## src/hw/orsa_defines.svh

```systemverilog
`ifndef ORSA_DEFINES_SVH
`define ORSA_DEFINES_SVH

// divider setting codes on input_clock_divide_ratio_in
`define ORSA_DIV1 2'h0
`define ORSA_DIV2 2'h1
`define ORSA_DIV4 2'h2

// input clock cycles per frame, less one, for each divider
`define ORSA_FRAME_LAST_DIV1 2'h0
`define ORSA_FRAME_LAST_DIV2 2'h1
`define ORSA_FRAME_LAST_DIV4 2'h3

// flag assert delay in frame cycles
`define ORSA_ASSERT_FRAMES 8
// width of the release delay setting (0 to 15 extra frames)
`define ORSA_REL_W 4

// system reference to multiframe boundary, input clock cycles
`define ORSA_LMFC_DIV1 5'h04
`define ORSA_LMFC_DIV2 5'h0a
`define ORSA_LMFC_DIV4 5'h12
// cycles already spent in the pin synchroniser and edge detector
`define ORSA_SYNC_LAT 5'h03
`define ORSA_LMFC_CNT_W 5

`endif

```

## src/hw/orsa_pkg.sv

```systemverilog
`include "orsa_defines.svh"

package orsa_pkg;
  typedef logic [1:0] orsa_ratio_t;
  typedef logic [`ORSA_REL_W-1:0] orsa_rel_t;
  typedef logic [`ORSA_LMFC_CNT_W-1:0] orsa_lmfc_cnt_t;

  typedef enum logic [1:0] {
    ORSA_FLAG_CLEAR = 2'b01,
    ORSA_FLAG_HELD = 2'b10
  } orsa_flag_state_e;
endpackage

```

## src/hw/orsa_align_if.sv

```systemverilog
`timescale 1ns/10ps
`default_nettype none

interface orsa_align_if;
  orsa_pkg::orsa_ratio_t ratio;
  logic sysref_sync;
  logic lmfc_pulse;

  modport core (output ratio, output sysref_sync, input lmfc_pulse);
  modport align (input ratio, input sysref_sync, output lmfc_pulse);
endinterface

`default_nettype wire

```

## src/hw/orsa_sysref_align.sv

```systemverilog
`timescale 1ns/10ps
`default_nettype none
`include "orsa_defines.svh"

module orsa_sysref_align (
  input wire logic clk_in,
  input wire logic rst_n_in,
  orsa_align_if.align link
);
  typedef struct packed {
    logic sysref_prev;
    orsa_pkg::orsa_lmfc_cnt_t cnt;
    logic pulse;
  } orsa_align_s;

  orsa_align_s st;
  orsa_align_s next_st;

  function automatic orsa_pkg::orsa_lmfc_cnt_t lmfc_delay(input orsa_pkg::orsa_ratio_t r);
    case (r)
      `ORSA_DIV1: lmfc_delay = `ORSA_LMFC_DIV1;
      `ORSA_DIV2: lmfc_delay = `ORSA_LMFC_DIV2;
      default: lmfc_delay = `ORSA_LMFC_DIV4;
    endcase
  endfunction

  always_comb
  begin
    next_st = st;
    next_st.sysref_prev = link.sysref_sync;
    next_st.pulse = 1'b0;
    if (link.sysref_sync && !st.sysref_prev)
    begin
      next_st.cnt = lmfc_delay(link.ratio) - `ORSA_SYNC_LAT;
    end
    else if (st.cnt != '0)
    begin
      next_st.cnt = st.cnt - 1'b1;
      next_st.pulse = (st.cnt == `ORSA_LMFC_CNT_W'(1));
    end
  end

  always_ff @(posedge clk_in or negedge rst_n_in)
  begin
    if (!rst_n_in)
    begin
      st <= '0;
    end
    else
    begin
      st <= next_st;
    end
  end

  assign link.lmfc_pulse = st.pulse;

  chk_lmfc_no_early: assert property (@(posedge clk_in) disable iff (!rst_n_in)
    (link.sysref_sync && !st.sysref_prev && link.ratio == `ORSA_DIV1)
      |=> !st.pulse ##1 st.pulse)
    else $error("multiframe boundary misplaced at divide by one");
endmodule

`default_nettype wire

```

## src/hw/orsa_top.sv

```systemverilog
`timescale 1ns/10ps
`default_nettype none
`include "orsa_defines.svh"
// How it works
// - an out-of-range sample raises the flag exactly 8 frame cycles after it was taken.
// - the release delay counts from the first in-range sample and is set by a config input.
// - at the minimum setting the flag drops 8 frame cycles after that in-range sample.
// - at the maximum setting the flag drops 15 frame cycles later than that.
// - the shared pin carries the flag only while over-range output mode is selected.
// - the multiframe boundary follows a latched reference by 4, 10 or 18 input clocks.
// - one frame cycle is one sample period, the input clock divided by the ratio.
// - outside over-range mode the shared pin is driven only during a register read.

module orsa_top (
  input wire logic clk_in,
  input wire logic rst_n_in,
  input wire logic [1:0] input_clock_divide_ratio_in,
  input wire logic sample_over_range_in,
  input wire logic [`ORSA_REL_W-1:0] release_delay_in,
  input wire logic overrange_mode_in,
  input wire logic readback_active_in,
  input wire logic readback_data_in,
  input wire logic sysref_in,
  output logic over_range_flag_out,
  output logic shared_readback_overrange_pin_out,
  output logic shared_readback_overrange_pin_oe_out,
  output logic lmfc_boundary_out
);
  typedef struct packed {
    logic [1:0] frame_cnt;
    logic [`ORSA_ASSERT_FRAMES-2:0] line;
    orsa_pkg::orsa_flag_state_e flag_st;
    orsa_pkg::orsa_rel_t rel_cnt;
    logic sysref_s1;
    logic sysref_s2;
    logic pin_out;
    logic pin_oe;
  } orsa_core_s;

  orsa_core_s st;
  orsa_core_s next_st;
  logic tick;
  logic tail;
  logic held;

  orsa_align_if align_link ();

  function automatic logic [1:0] frame_last(input orsa_pkg::orsa_ratio_t r);
    case (r)
      `ORSA_DIV1: frame_last = `ORSA_FRAME_LAST_DIV1;
      `ORSA_DIV2: frame_last = `ORSA_FRAME_LAST_DIV2;
      default: frame_last = `ORSA_FRAME_LAST_DIV4;
    endcase
  endfunction

  assign tick = (st.frame_cnt == '0);
  assign tail = st.line[`ORSA_ASSERT_FRAMES-2];
  assign held = (st.flag_st == orsa_pkg::ORSA_FLAG_HELD);

  always_comb
  begin
    next_st = st;
    next_st.sysref_s1 = sysref_in;
    next_st.sysref_s2 = st.sysref_s1;
    if (st.frame_cnt >= frame_last(input_clock_divide_ratio_in))
    begin
      next_st.frame_cnt = '0;
    end
    else
    begin
      next_st.frame_cnt = st.frame_cnt + 2'h1;
    end
    if (tick)
    begin
      next_st.line = {st.line[`ORSA_ASSERT_FRAMES-3:0], sample_over_range_in};
      case (st.flag_st)
        orsa_pkg::ORSA_FLAG_CLEAR:
        begin
          if (tail)
          begin
            next_st.flag_st = orsa_pkg::ORSA_FLAG_HELD;
            next_st.rel_cnt = release_delay_in;
          end
        end
        orsa_pkg::ORSA_FLAG_HELD:
        begin
          if (tail)
          begin
            next_st.rel_cnt = release_delay_in;
          end
          else if (st.rel_cnt == '0)
          begin
            next_st.flag_st = orsa_pkg::ORSA_FLAG_CLEAR;
          end
          else
          begin
            next_st.rel_cnt = st.rel_cnt - 1'b1;
          end
        end
        default:
        begin
          next_st.flag_st = orsa_pkg::ORSA_FLAG_CLEAR;
        end
      endcase
    end
    if (overrange_mode_in)
    begin
      next_st.pin_oe = 1'b1;
      next_st.pin_out = (next_st.flag_st == orsa_pkg::ORSA_FLAG_HELD);
    end
    else
    begin
      next_st.pin_oe = readback_active_in;
      next_st.pin_out = readback_active_in & readback_data_in;
    end
  end

  always_ff @(posedge clk_in or negedge rst_n_in)
  begin
    if (!rst_n_in)
    begin
      st <= '{frame_cnt: '0, line: '0, flag_st: orsa_pkg::ORSA_FLAG_CLEAR, rel_cnt: '0,
              sysref_s1: 1'b0, sysref_s2: 1'b0, pin_out: 1'b0, pin_oe: 1'b0};
    end
    else
    begin
      st <= next_st;
    end
  end

  assign align_link.ratio = input_clock_divide_ratio_in;
  assign align_link.sysref_sync = st.sysref_s2;

  orsa_sysref_align u_align (
    .clk_in(clk_in),
    .rst_n_in(rst_n_in),
    .link(align_link)
  );

  // one-hot held bit, straight from the state register
  assign over_range_flag_out = st.flag_st[1];
  assign shared_readback_overrange_pin_out = st.pin_out;
  assign shared_readback_overrange_pin_oe_out = st.pin_oe;
  assign lmfc_boundary_out = align_link.lmfc_pulse;

  chk_flag_assert_delay: assert property (@(posedge clk_in) disable iff (!rst_n_in)
    (input_clock_divide_ratio_in == `ORSA_DIV1 && overrange_mode_in && sample_over_range_in)
      |-> ##8 shared_readback_overrange_pin_out)
    else $error("flag not raised 8 frames after over-range sample");

  chk_release_load: assert property (@(posedge clk_in) disable iff (!rst_n_in)
    (tick && tail) |=> (held && st.rel_cnt == $past(release_delay_in)))
    else $error("release delay not loaded from setting");

  chk_release_min: assert property (@(posedge clk_in) disable iff (!rst_n_in)
    (input_clock_divide_ratio_in == `ORSA_DIV1 && release_delay_in == '0 && overrange_mode_in
      && $past(sample_over_range_in) && !sample_over_range_in)
      ##1 (!sample_over_range_in && release_delay_in == '0 && overrange_mode_in) [*8]
      |-> !shared_readback_overrange_pin_out && $past(shared_readback_overrange_pin_out))
    else $error("flag release at minimum setting off time");

  chk_release_count: assert property (@(posedge clk_in) disable iff (!rst_n_in)
    (tick && held && !tail && st.rel_cnt != '0) |=> (held && st.rel_cnt == $past(st.rel_cnt) - 1'b1))
    else $error("release countdown wrong");

  chk_pin_mode: assert property (@(posedge clk_in) disable iff (!rst_n_in)
    overrange_mode_in |=> (shared_readback_overrange_pin_oe_out
      && shared_readback_overrange_pin_out == over_range_flag_out))
    else $error("pin not carrying flag in over-range mode");

  chk_lmfc_div1: assert property (@(posedge clk_in) disable iff (!rst_n_in)
    (input_clock_divide_ratio_in == `ORSA_DIV1 && $rose(sysref_in))
      ##1 (input_clock_divide_ratio_in == `ORSA_DIV1) [*3] |=> lmfc_boundary_out)
    else $error("boundary not 4 clocks after reference");

  chk_frame_div1: assert property (@(posedge clk_in) disable iff (!rst_n_in)
    (input_clock_divide_ratio_in == `ORSA_DIV1) [*2] |-> tick)
    else $error("frame tick missing at divide by one");

  chk_pin_hiz: assert property (@(posedge clk_in) disable iff (!rst_n_in)
    (!overrange_mode_in && !readback_active_in) |=> !shared_readback_overrange_pin_oe_out)
    else $error("pin driven outside read");

  chk_flag_restart: assert property (@(posedge clk_in) disable iff (!rst_n_in)
    (tick && held && tail) |=> held)
    else $error("flag dropped during over-range");

  chk_flag_source: assert property (@(posedge clk_in) disable iff (!rst_n_in)
    (!held && !(tick && tail)) |=> !held)
    else $error("flag raised without delayed over-range sample");

  chk_release_done: assert property (@(posedge clk_in) disable iff (!rst_n_in)
    (tick && held && !tail && st.rel_cnt == '0) |=> !held)
    else $error("flag not released at end of countdown");

  chk_pin_read: assert property (@(posedge clk_in) disable iff (!rst_n_in)
    (!overrange_mode_in && readback_active_in) |=> (shared_readback_overrange_pin_oe_out
      && shared_readback_overrange_pin_out == $past(readback_data_in)))
    else $error("pin not driving readback during read");

  chk_frame_div2: assert property (@(posedge clk_in) disable iff (!rst_n_in)
    (input_clock_divide_ratio_in == `ORSA_DIV2 && tick)
      ##1 (input_clock_divide_ratio_in == `ORSA_DIV2)
      |-> !tick ##1 tick)
    else $error("frame tick not every second clock");

  chk_frame_div4: assert property (@(posedge clk_in) disable iff (!rst_n_in)
    (input_clock_divide_ratio_in == `ORSA_DIV4 && tick)
      ##1 (input_clock_divide_ratio_in == `ORSA_DIV4) [*3]
      |-> (!tick && !$past(tick) && !$past(tick, 2)) ##1 tick)
    else $error("frame tick not every fourth clock");
endmodule

`default_nettype wire

```

## config.mk

```make
export PLATFORM = sky130hd
export DESIGN_NAME = orsa_top
export DESIGN_NICKNAME = d
export VERILOG_FILES = /design/src/hw/orsa_pkg.sv /design/src/hw/orsa_align_if.sv /design/src/hw/orsa_sysref_align.sv /design/src/hw/orsa_top.sv
export VERILOG_INCLUDE_DIRS = /design/src /design/src/hw
export SDC_FILE = /design/constraint.sdc
export NUM_CORES = 1
export LEC_CHECK = 0
export BUFFER_PORTS_ARGS = -buffer_cell sky130_fd_sc_hd__buf_4
export CORE_MARGIN = 2
export CORE_UTILIZATION = 50
export CTS_BUF_LIST = sky130_fd_sc_hd__clkbuf_8
export DETAILED_ROUTE_END_ITERATION = 7
export PLACE_DENSITY = 0.71
export SETUP_SLACK_MARGIN = 0.4
export SLEW_MARGIN = 20
export SYNTH_ARGS = -nofsm -noshare
export SYNTH_HDL_FRONTEND = slang
export SYNTH_SLANG_ARGS = --single-unit
```

## constraint.sdc

```tcl
create_clock -name clk_in -period 1.75 [get_ports clk_in]
set_input_delay 0.4375 -clock clk_in [delete_from_list [all_inputs] [get_ports clk_in]]
set_output_delay 0.4375 -clock clk_in [all_outputs]
set_load 0.02 [all_outputs]
```

======== Word-level counts from Yosys, hierarchy flattened ========
Index checks and enable logic that the tools add are counted.
operators by class
  $add $sub $neg .......................... 4
  shifts and indexed selects .............. 0
  mux-type cells .......................... 16
  reduce and logical (&&, ||, !) cells .... 9
  order comparisons ....................... 1
  $mul .................................... 0
  eq/ne operators ......................... 7
  div/mod/pow operators ................... 0
  bitwise operators ....................... 1
operator list
  kind                                                 count
  two-way mux 6 bit                                    3
  two-way mux 5 bit                                    2
  one-hot mux 5 bit (2 select lines)                   1
  two-way mux 2 bit                                    4
  two-way mux 4 bit                                    2
  one-hot mux 2 bit (2 select lines)                   2
  one-hot mux 4 bit (2 select lines)                   1
  equality test 5 x 1 -> 1 bit, second input constant  1
  nonzero test 5 bit                                   1
  subtractor 5 x 1 -> 5 bit, second input constant     1
  subtractor 5 x 2 -> 5 bit, second input constant     1
  equality test 2 x 1 -> 1 bit, second input constant  2
  equality test 2 bit, second input constant           2
  zero test 2 bit                                      2
  zero test 4 bit                                      1
  AND reduction 4 bit                                  1
  nonzero test 2 bit                                   2
  subtractor 4 x 1 -> 4 bit, second input constant     1
  inequality test 3 bit, second input constant         1
  adder 2 x 1 -> 2 bit, second input constant          1
  >= comparator 2 bit                                  1
  inequality test 2 bit, second input constant         1
  bitwise AND 1 bit                                    1
  logical AND 1 bit                                    1
  other kinds (2)                                      2
word-level totals
  register bits ........................... 26
  memories kept ........................... 0
  bits in writable memories ............... 0
  bits in read-only memories .............. 0
  latch bits .............................. 0
  bits of input ports ..................... 13

======== Depth between registers and ports, before layout ========
  depth after elaboration ................. 7
  mapped depth ............................ 7
  depth with buffers taken out ............ 6

======== By module ========
From an unflattened synthesis, not the netlist that was laid out.
unflattened totals
  cell total of the unflattened synthesis .. 116
  area, all modules ....................... 1305.0 um^2
modules (own cells, without submodules)
  module             cells an instance  instances  area each (um^2)  seq. area each (um^2)
  orsa_top           84                 1          940.9             476.7
  orsa_sysref_align  32                 1          364.1             175.2

======== Worst setup path after synthesis ========
Ideal clock, no wire load.
  kind .................................... register -> register
  from .................................... register u_align.st[1] (netlist bit)
  to ...................................... register u_align.st[3] (netlist bit)
  stages on the path, launching flop included .. 8
  setup slack ............................. 0.168 ns
  buffers on the path ..................... 1
  arrival ................................. 1.450 ns
  clock period less this slack ............ 1.582 ns
  setup time .............................. 0.132 ns
  required time ........................... 1.618 ns
  cell sequence ........................... dfrtp_1 -> inv_1 -> ha_1 -> or4b_1 -> buf_2 -> nand2_1 -> mux2_2 -> a21oi_1
between the ends
  word-level cells in the longest chain between the ends .. 3
  elaborated cells between the ends (all ways) .. 5
  classes of those cells .................. add/sub: 1; mux: 2; reduce/logical: 2
ends and longest elaborated chain
  what                       RTL line                 RTL
  start, declared            orsa_sysref_align.sv:16  orsa_align_s st;
  start signal, assigned     orsa_sysref_align.sv:51  st <= next_st;
  subtractor 5 x 1 -> 5 bit  orsa_sysref_align.sv:38  next_st.cnt = st.cnt - 1'b1;
  two-way mux 6 bit          orsa_sysref_align.sv:36  else if (st.cnt != '0)
  two-way mux 5 bit          orsa_sysref_align.sv:32  if (link.sysref_sync && !st.sysref_prev)
Parallel ways exist; a longest one is shown, timed or not. The select of a mux whose other input is x is not followed.
A chain may end at the register's enable or synchronous reset.

======== Worst setup path after layout ========
Same ends and word-level chain as after synthesis.

==> results.py <==
metrics = {
    "cts": {
        "cts_tree": "built",
        "cts-hold-fix-buffers": 0,
        "cts_buffers": 3,
        "clk_pin_slew_ns": 0.09,
        "insertion_delay_ns": 0.27,
        "htreeDepth": 1,
        "cts_root_buffer": "clkbuf_8",
        "clock-sinks": 26,
        "cts_buffer_depth": 2,
    },
    "power": {
        "leakage_uw": 0.0007959,
        "peakVddDrop_mv": 1.212,
        "power.share.clock": 0.116,
        "p_int_uw": 2078,
        "powerDensity_nw_per_um2": 1855,
        "p_seq_frac": 0.322,
        "combPwrFrac": 0.562,
        "switching_power_uw": 1223,
        "swShare": 0.3706,
        "power_uw": 3301,
    },
    "cells_and_area": {
        "drive_gt1_frac": 0.5000,
        "num_antenna_cells": 0,
        "final_nets": 175,
        "ff_latch_area_um2": 653.1,
        "area_delta_synth_final_pct": 37.79,
        "num-fill-cells": 165,
        "multi_input_area_um2": 759.5,
    },
    "synth": {
        "synth_top_area_frac": 0.4845,
        "yosys.area.top_type": "dfrtp_1",
        "yosys.area_share.simple": 0.1638,
        "avgSynthCellArea_um2": 10.58,
        "netlist_instances": 122,
        "synth_common_cells": "25 x dfrtp_1, 12 x inv_1, 9 x a21oi_1, 9 x ha_1, 8 x mux2_2",
        "ys_warn_count": 0,
        "yosysMostFrequentCell": "dfrtp_1",
        "ys_ff_latch": 26,
        "synthTopCellsByArea": "dfrtp_1 48%, ha_1 8.7%, mux2_2 7.0%, a21oi_1 3.5%, inv_1 3.5%",
        "synth_xor_area_frac": 0.01357,
        "synth-edff-count": 0,
        "synth_mux_area_frac": 0.08527,
        "synth_area_um2": 1291,
        "synth_top_family_by_area": "simple AND/OR/NAND/NOR gates",
        "synthFlopType": "dfrtp_1",
        "syn-num-nets": 144,
        "synthAdderAreaFrac": 0.08721,
        "async_flop_share": 1.000,
        "ys_seq_area_frac": 0.5048,
        "ys_types": 32,
        "synth_compound_area_frac": 0.09690,
    },
    "global_routing": {
        "grt_pass1_wl_um": 4257,
        "track_usage": 0.2021,
        "grt_max_degree": 27,
        "antenna_found_initial": 0,
        "grt.overflow.total": 0,
        "first_global_vias": 962,
    },
    "worst_setup_path": {
        "start_kind": "flop",
        "cp-endpoint": "u_align.st[3]",
        "crit_path_max_fanout": 5,
        "ff2ff_path_depth": 6,
        "cp_top_family": "simple AND/OR/NAND/NOR gates",
        "crit_slowest_cell": "or4b_4",
        "rr_endpoint": "u_align.st[3]",
        "r2r_start": "u_align.st[1]",
        "cpPeakStageDelay_ns": 0.51,
        "cp.depth": 6,
        "path_cells": "inv_2 -> ha_4 -> or4b_4 -> nand2_2 -> mux2_4 -> a21oi_2",
        "reg2reg_slack_ns": 0.26,
        "cp-startpoint": "u_align.st[1]",
        "required_ns": 1.90,
        "path_class": "flop to flop",
        "end_kind": "flop",
        "critPathArrivalTime_ns": 1.64,
        "cp_num_buf_inv": 1,
    },
    "timing": {
        "slew_headroom": 0.7263,
        "hold_viol_final": 0,
        "skew_ns": 0.004645,
        "setup_viol": 0,
        "period_needed_ns": 1.486,
        "setup_tns_ns": 0,
        "max_freq_mhz": 673.0,
        "drv_slew": 0,
        "min_period_over_period": 0.8491,
        "rsz0062_at_grt": "yes",
        "worst_pin_slew_ns": 0.4106,
    },
    "route": {
        "wl_per_cell_um": 14.97,
        "avgViaCountPerCell": 5.549,
        "vias": 1010,
        "dr.pass1.iters": 4,
        "ant_nets": 0,
        "drt-total-wl_um": 2725,
        "first_iter_violations": 18,
        "drc": 0,
    },
    "flow_run": {
        "max-cap-violations": 0,
    },
    "floorplan": {
        "die_h_um": 54.82,
        "die_x_um": 54.82,
        "die-area_um2": 3005,
        "fp-row-count": 18,
        "core_um2": 2455,
        "pin_count": 17,
        "start_util": 0.5260,
    },
    "place": {
        "place.gp.congestion": 0.7369,
        "io_buffers": 16,
        "detailed_place_hpwl_um": 1589,
    },
    "min_path": {
        "hold_path.class": "input port to asynchronous set/reset pin",
    },
    "status": {
        "outcome": "finished clean",
    },
}
area by class of cell:
class / instances / share of cell area
Clock buffer: 4 / 0.03094
Sequential cell: 26 / 0.3671
Inverter: 12 / 0.02532
Timing Repair Buffer: 30 / 0.1287
Tap cell: 30 / 0.02110
Multi-Input combinational cell: 80 / 0.4269
worst min-delay path by stage:
stage                                              to  cells after the start
finish              shared_readback_overrange_pin_out                      1
global route        shared_readback_overrange_pin_out                      1
CTS                 shared_readback_overrange_pin_out                      1
detailed placement             align_link.sysref_sync                      0
global placement               align_link.sysref_sync                      0
floorplan                      align_link.sysref_sync                      0
cell usage in the layout (no fill, tap or decap), types with 3 or more instances in the layout:
master / count
a21oi_1: 6
a21oi_2: 3
buf_4: 29
clkbuf_8: 4
dfrtp_1: 24
ha_4: 7
inv_1: 5
inv_2: 7
mux2_2: 7
nand2_1: 4
nand2b_1: 3
nor2_1: 5
routing by layer:
metal / track usage / share of wire
met5: 0 / 0
met4: 0.07500 / 0.021
met3: 0.04918 / 0.038
met2: 0.3631 / 0.54
met1: 0.2285 / 0.40
metrics by stage:
stage	util	instance area [um^2]	hold slack, ns	worst slack, ns	cells
6_report	0.7248	1779	0.05502	0.2640	182
3_5_place_dp	0.6147	1509	0.3418	0.1183	165
3_3_place_gp	0.6147	1509	0.3464	0.1698	165
4_1_cts	0.6937	1703	0.06706	0.2799	178
2_1_floorplan	-	1361	0.1419	0.1924	122
5_1_grt	0.7248	1779	0.07908	0.1647	182
power groups by stage:
stage               clock network (uW)  logic (uW)  registers (uW)
finish                             382        1860            1060
global placement                     0        1200            1040
detailed placement                   0        1240            1060
CTS                                389        1580            1040
global route                       421        2040            1100
floorplan                            0        1000            1010
cell families after synthesis:
logic type	Yosys count
AO/OA/AOI/OAI	22
XOR/XNOR	2
adder cells (fa/ha/maj)	9
buffers and inverters	16
flip-flops	26
multiplexers	10
AND/OR/NAND/NOR	37
sequential cells by signal (all words and copies together) (netlist names):
signal                                cells
shared_readback_overrange_pin_oe_out      1
u_align.link.lmfc_pulse                   1
shared_readback_overrange_pin_out         1
over_range_flag_out                       1
align_link.sysref_sync                    1
next_st                                   1
u_align.st                                6
st                                       14
worst register-to-register path: cells and delay by family (launching register included):
family	cells	cell delay, ns
flip-flops	1	0.41
AO/OA/AOI/OAI	1	0.04
multiplexers	1	0.14
adder cells (fa/ha/maj)	1	0.13
AND/OR/NAND/NOR	2	0.59
buffers and inverters	1	0.08
repair_timing:
item | CTS | global route
resized for setup | 16 | 14
pin swaps | 5 | 6
endpoints found under the setup margin | 18 | 18
buffers inserted | 9 | 4
Power figures use the tool's default switching activity.
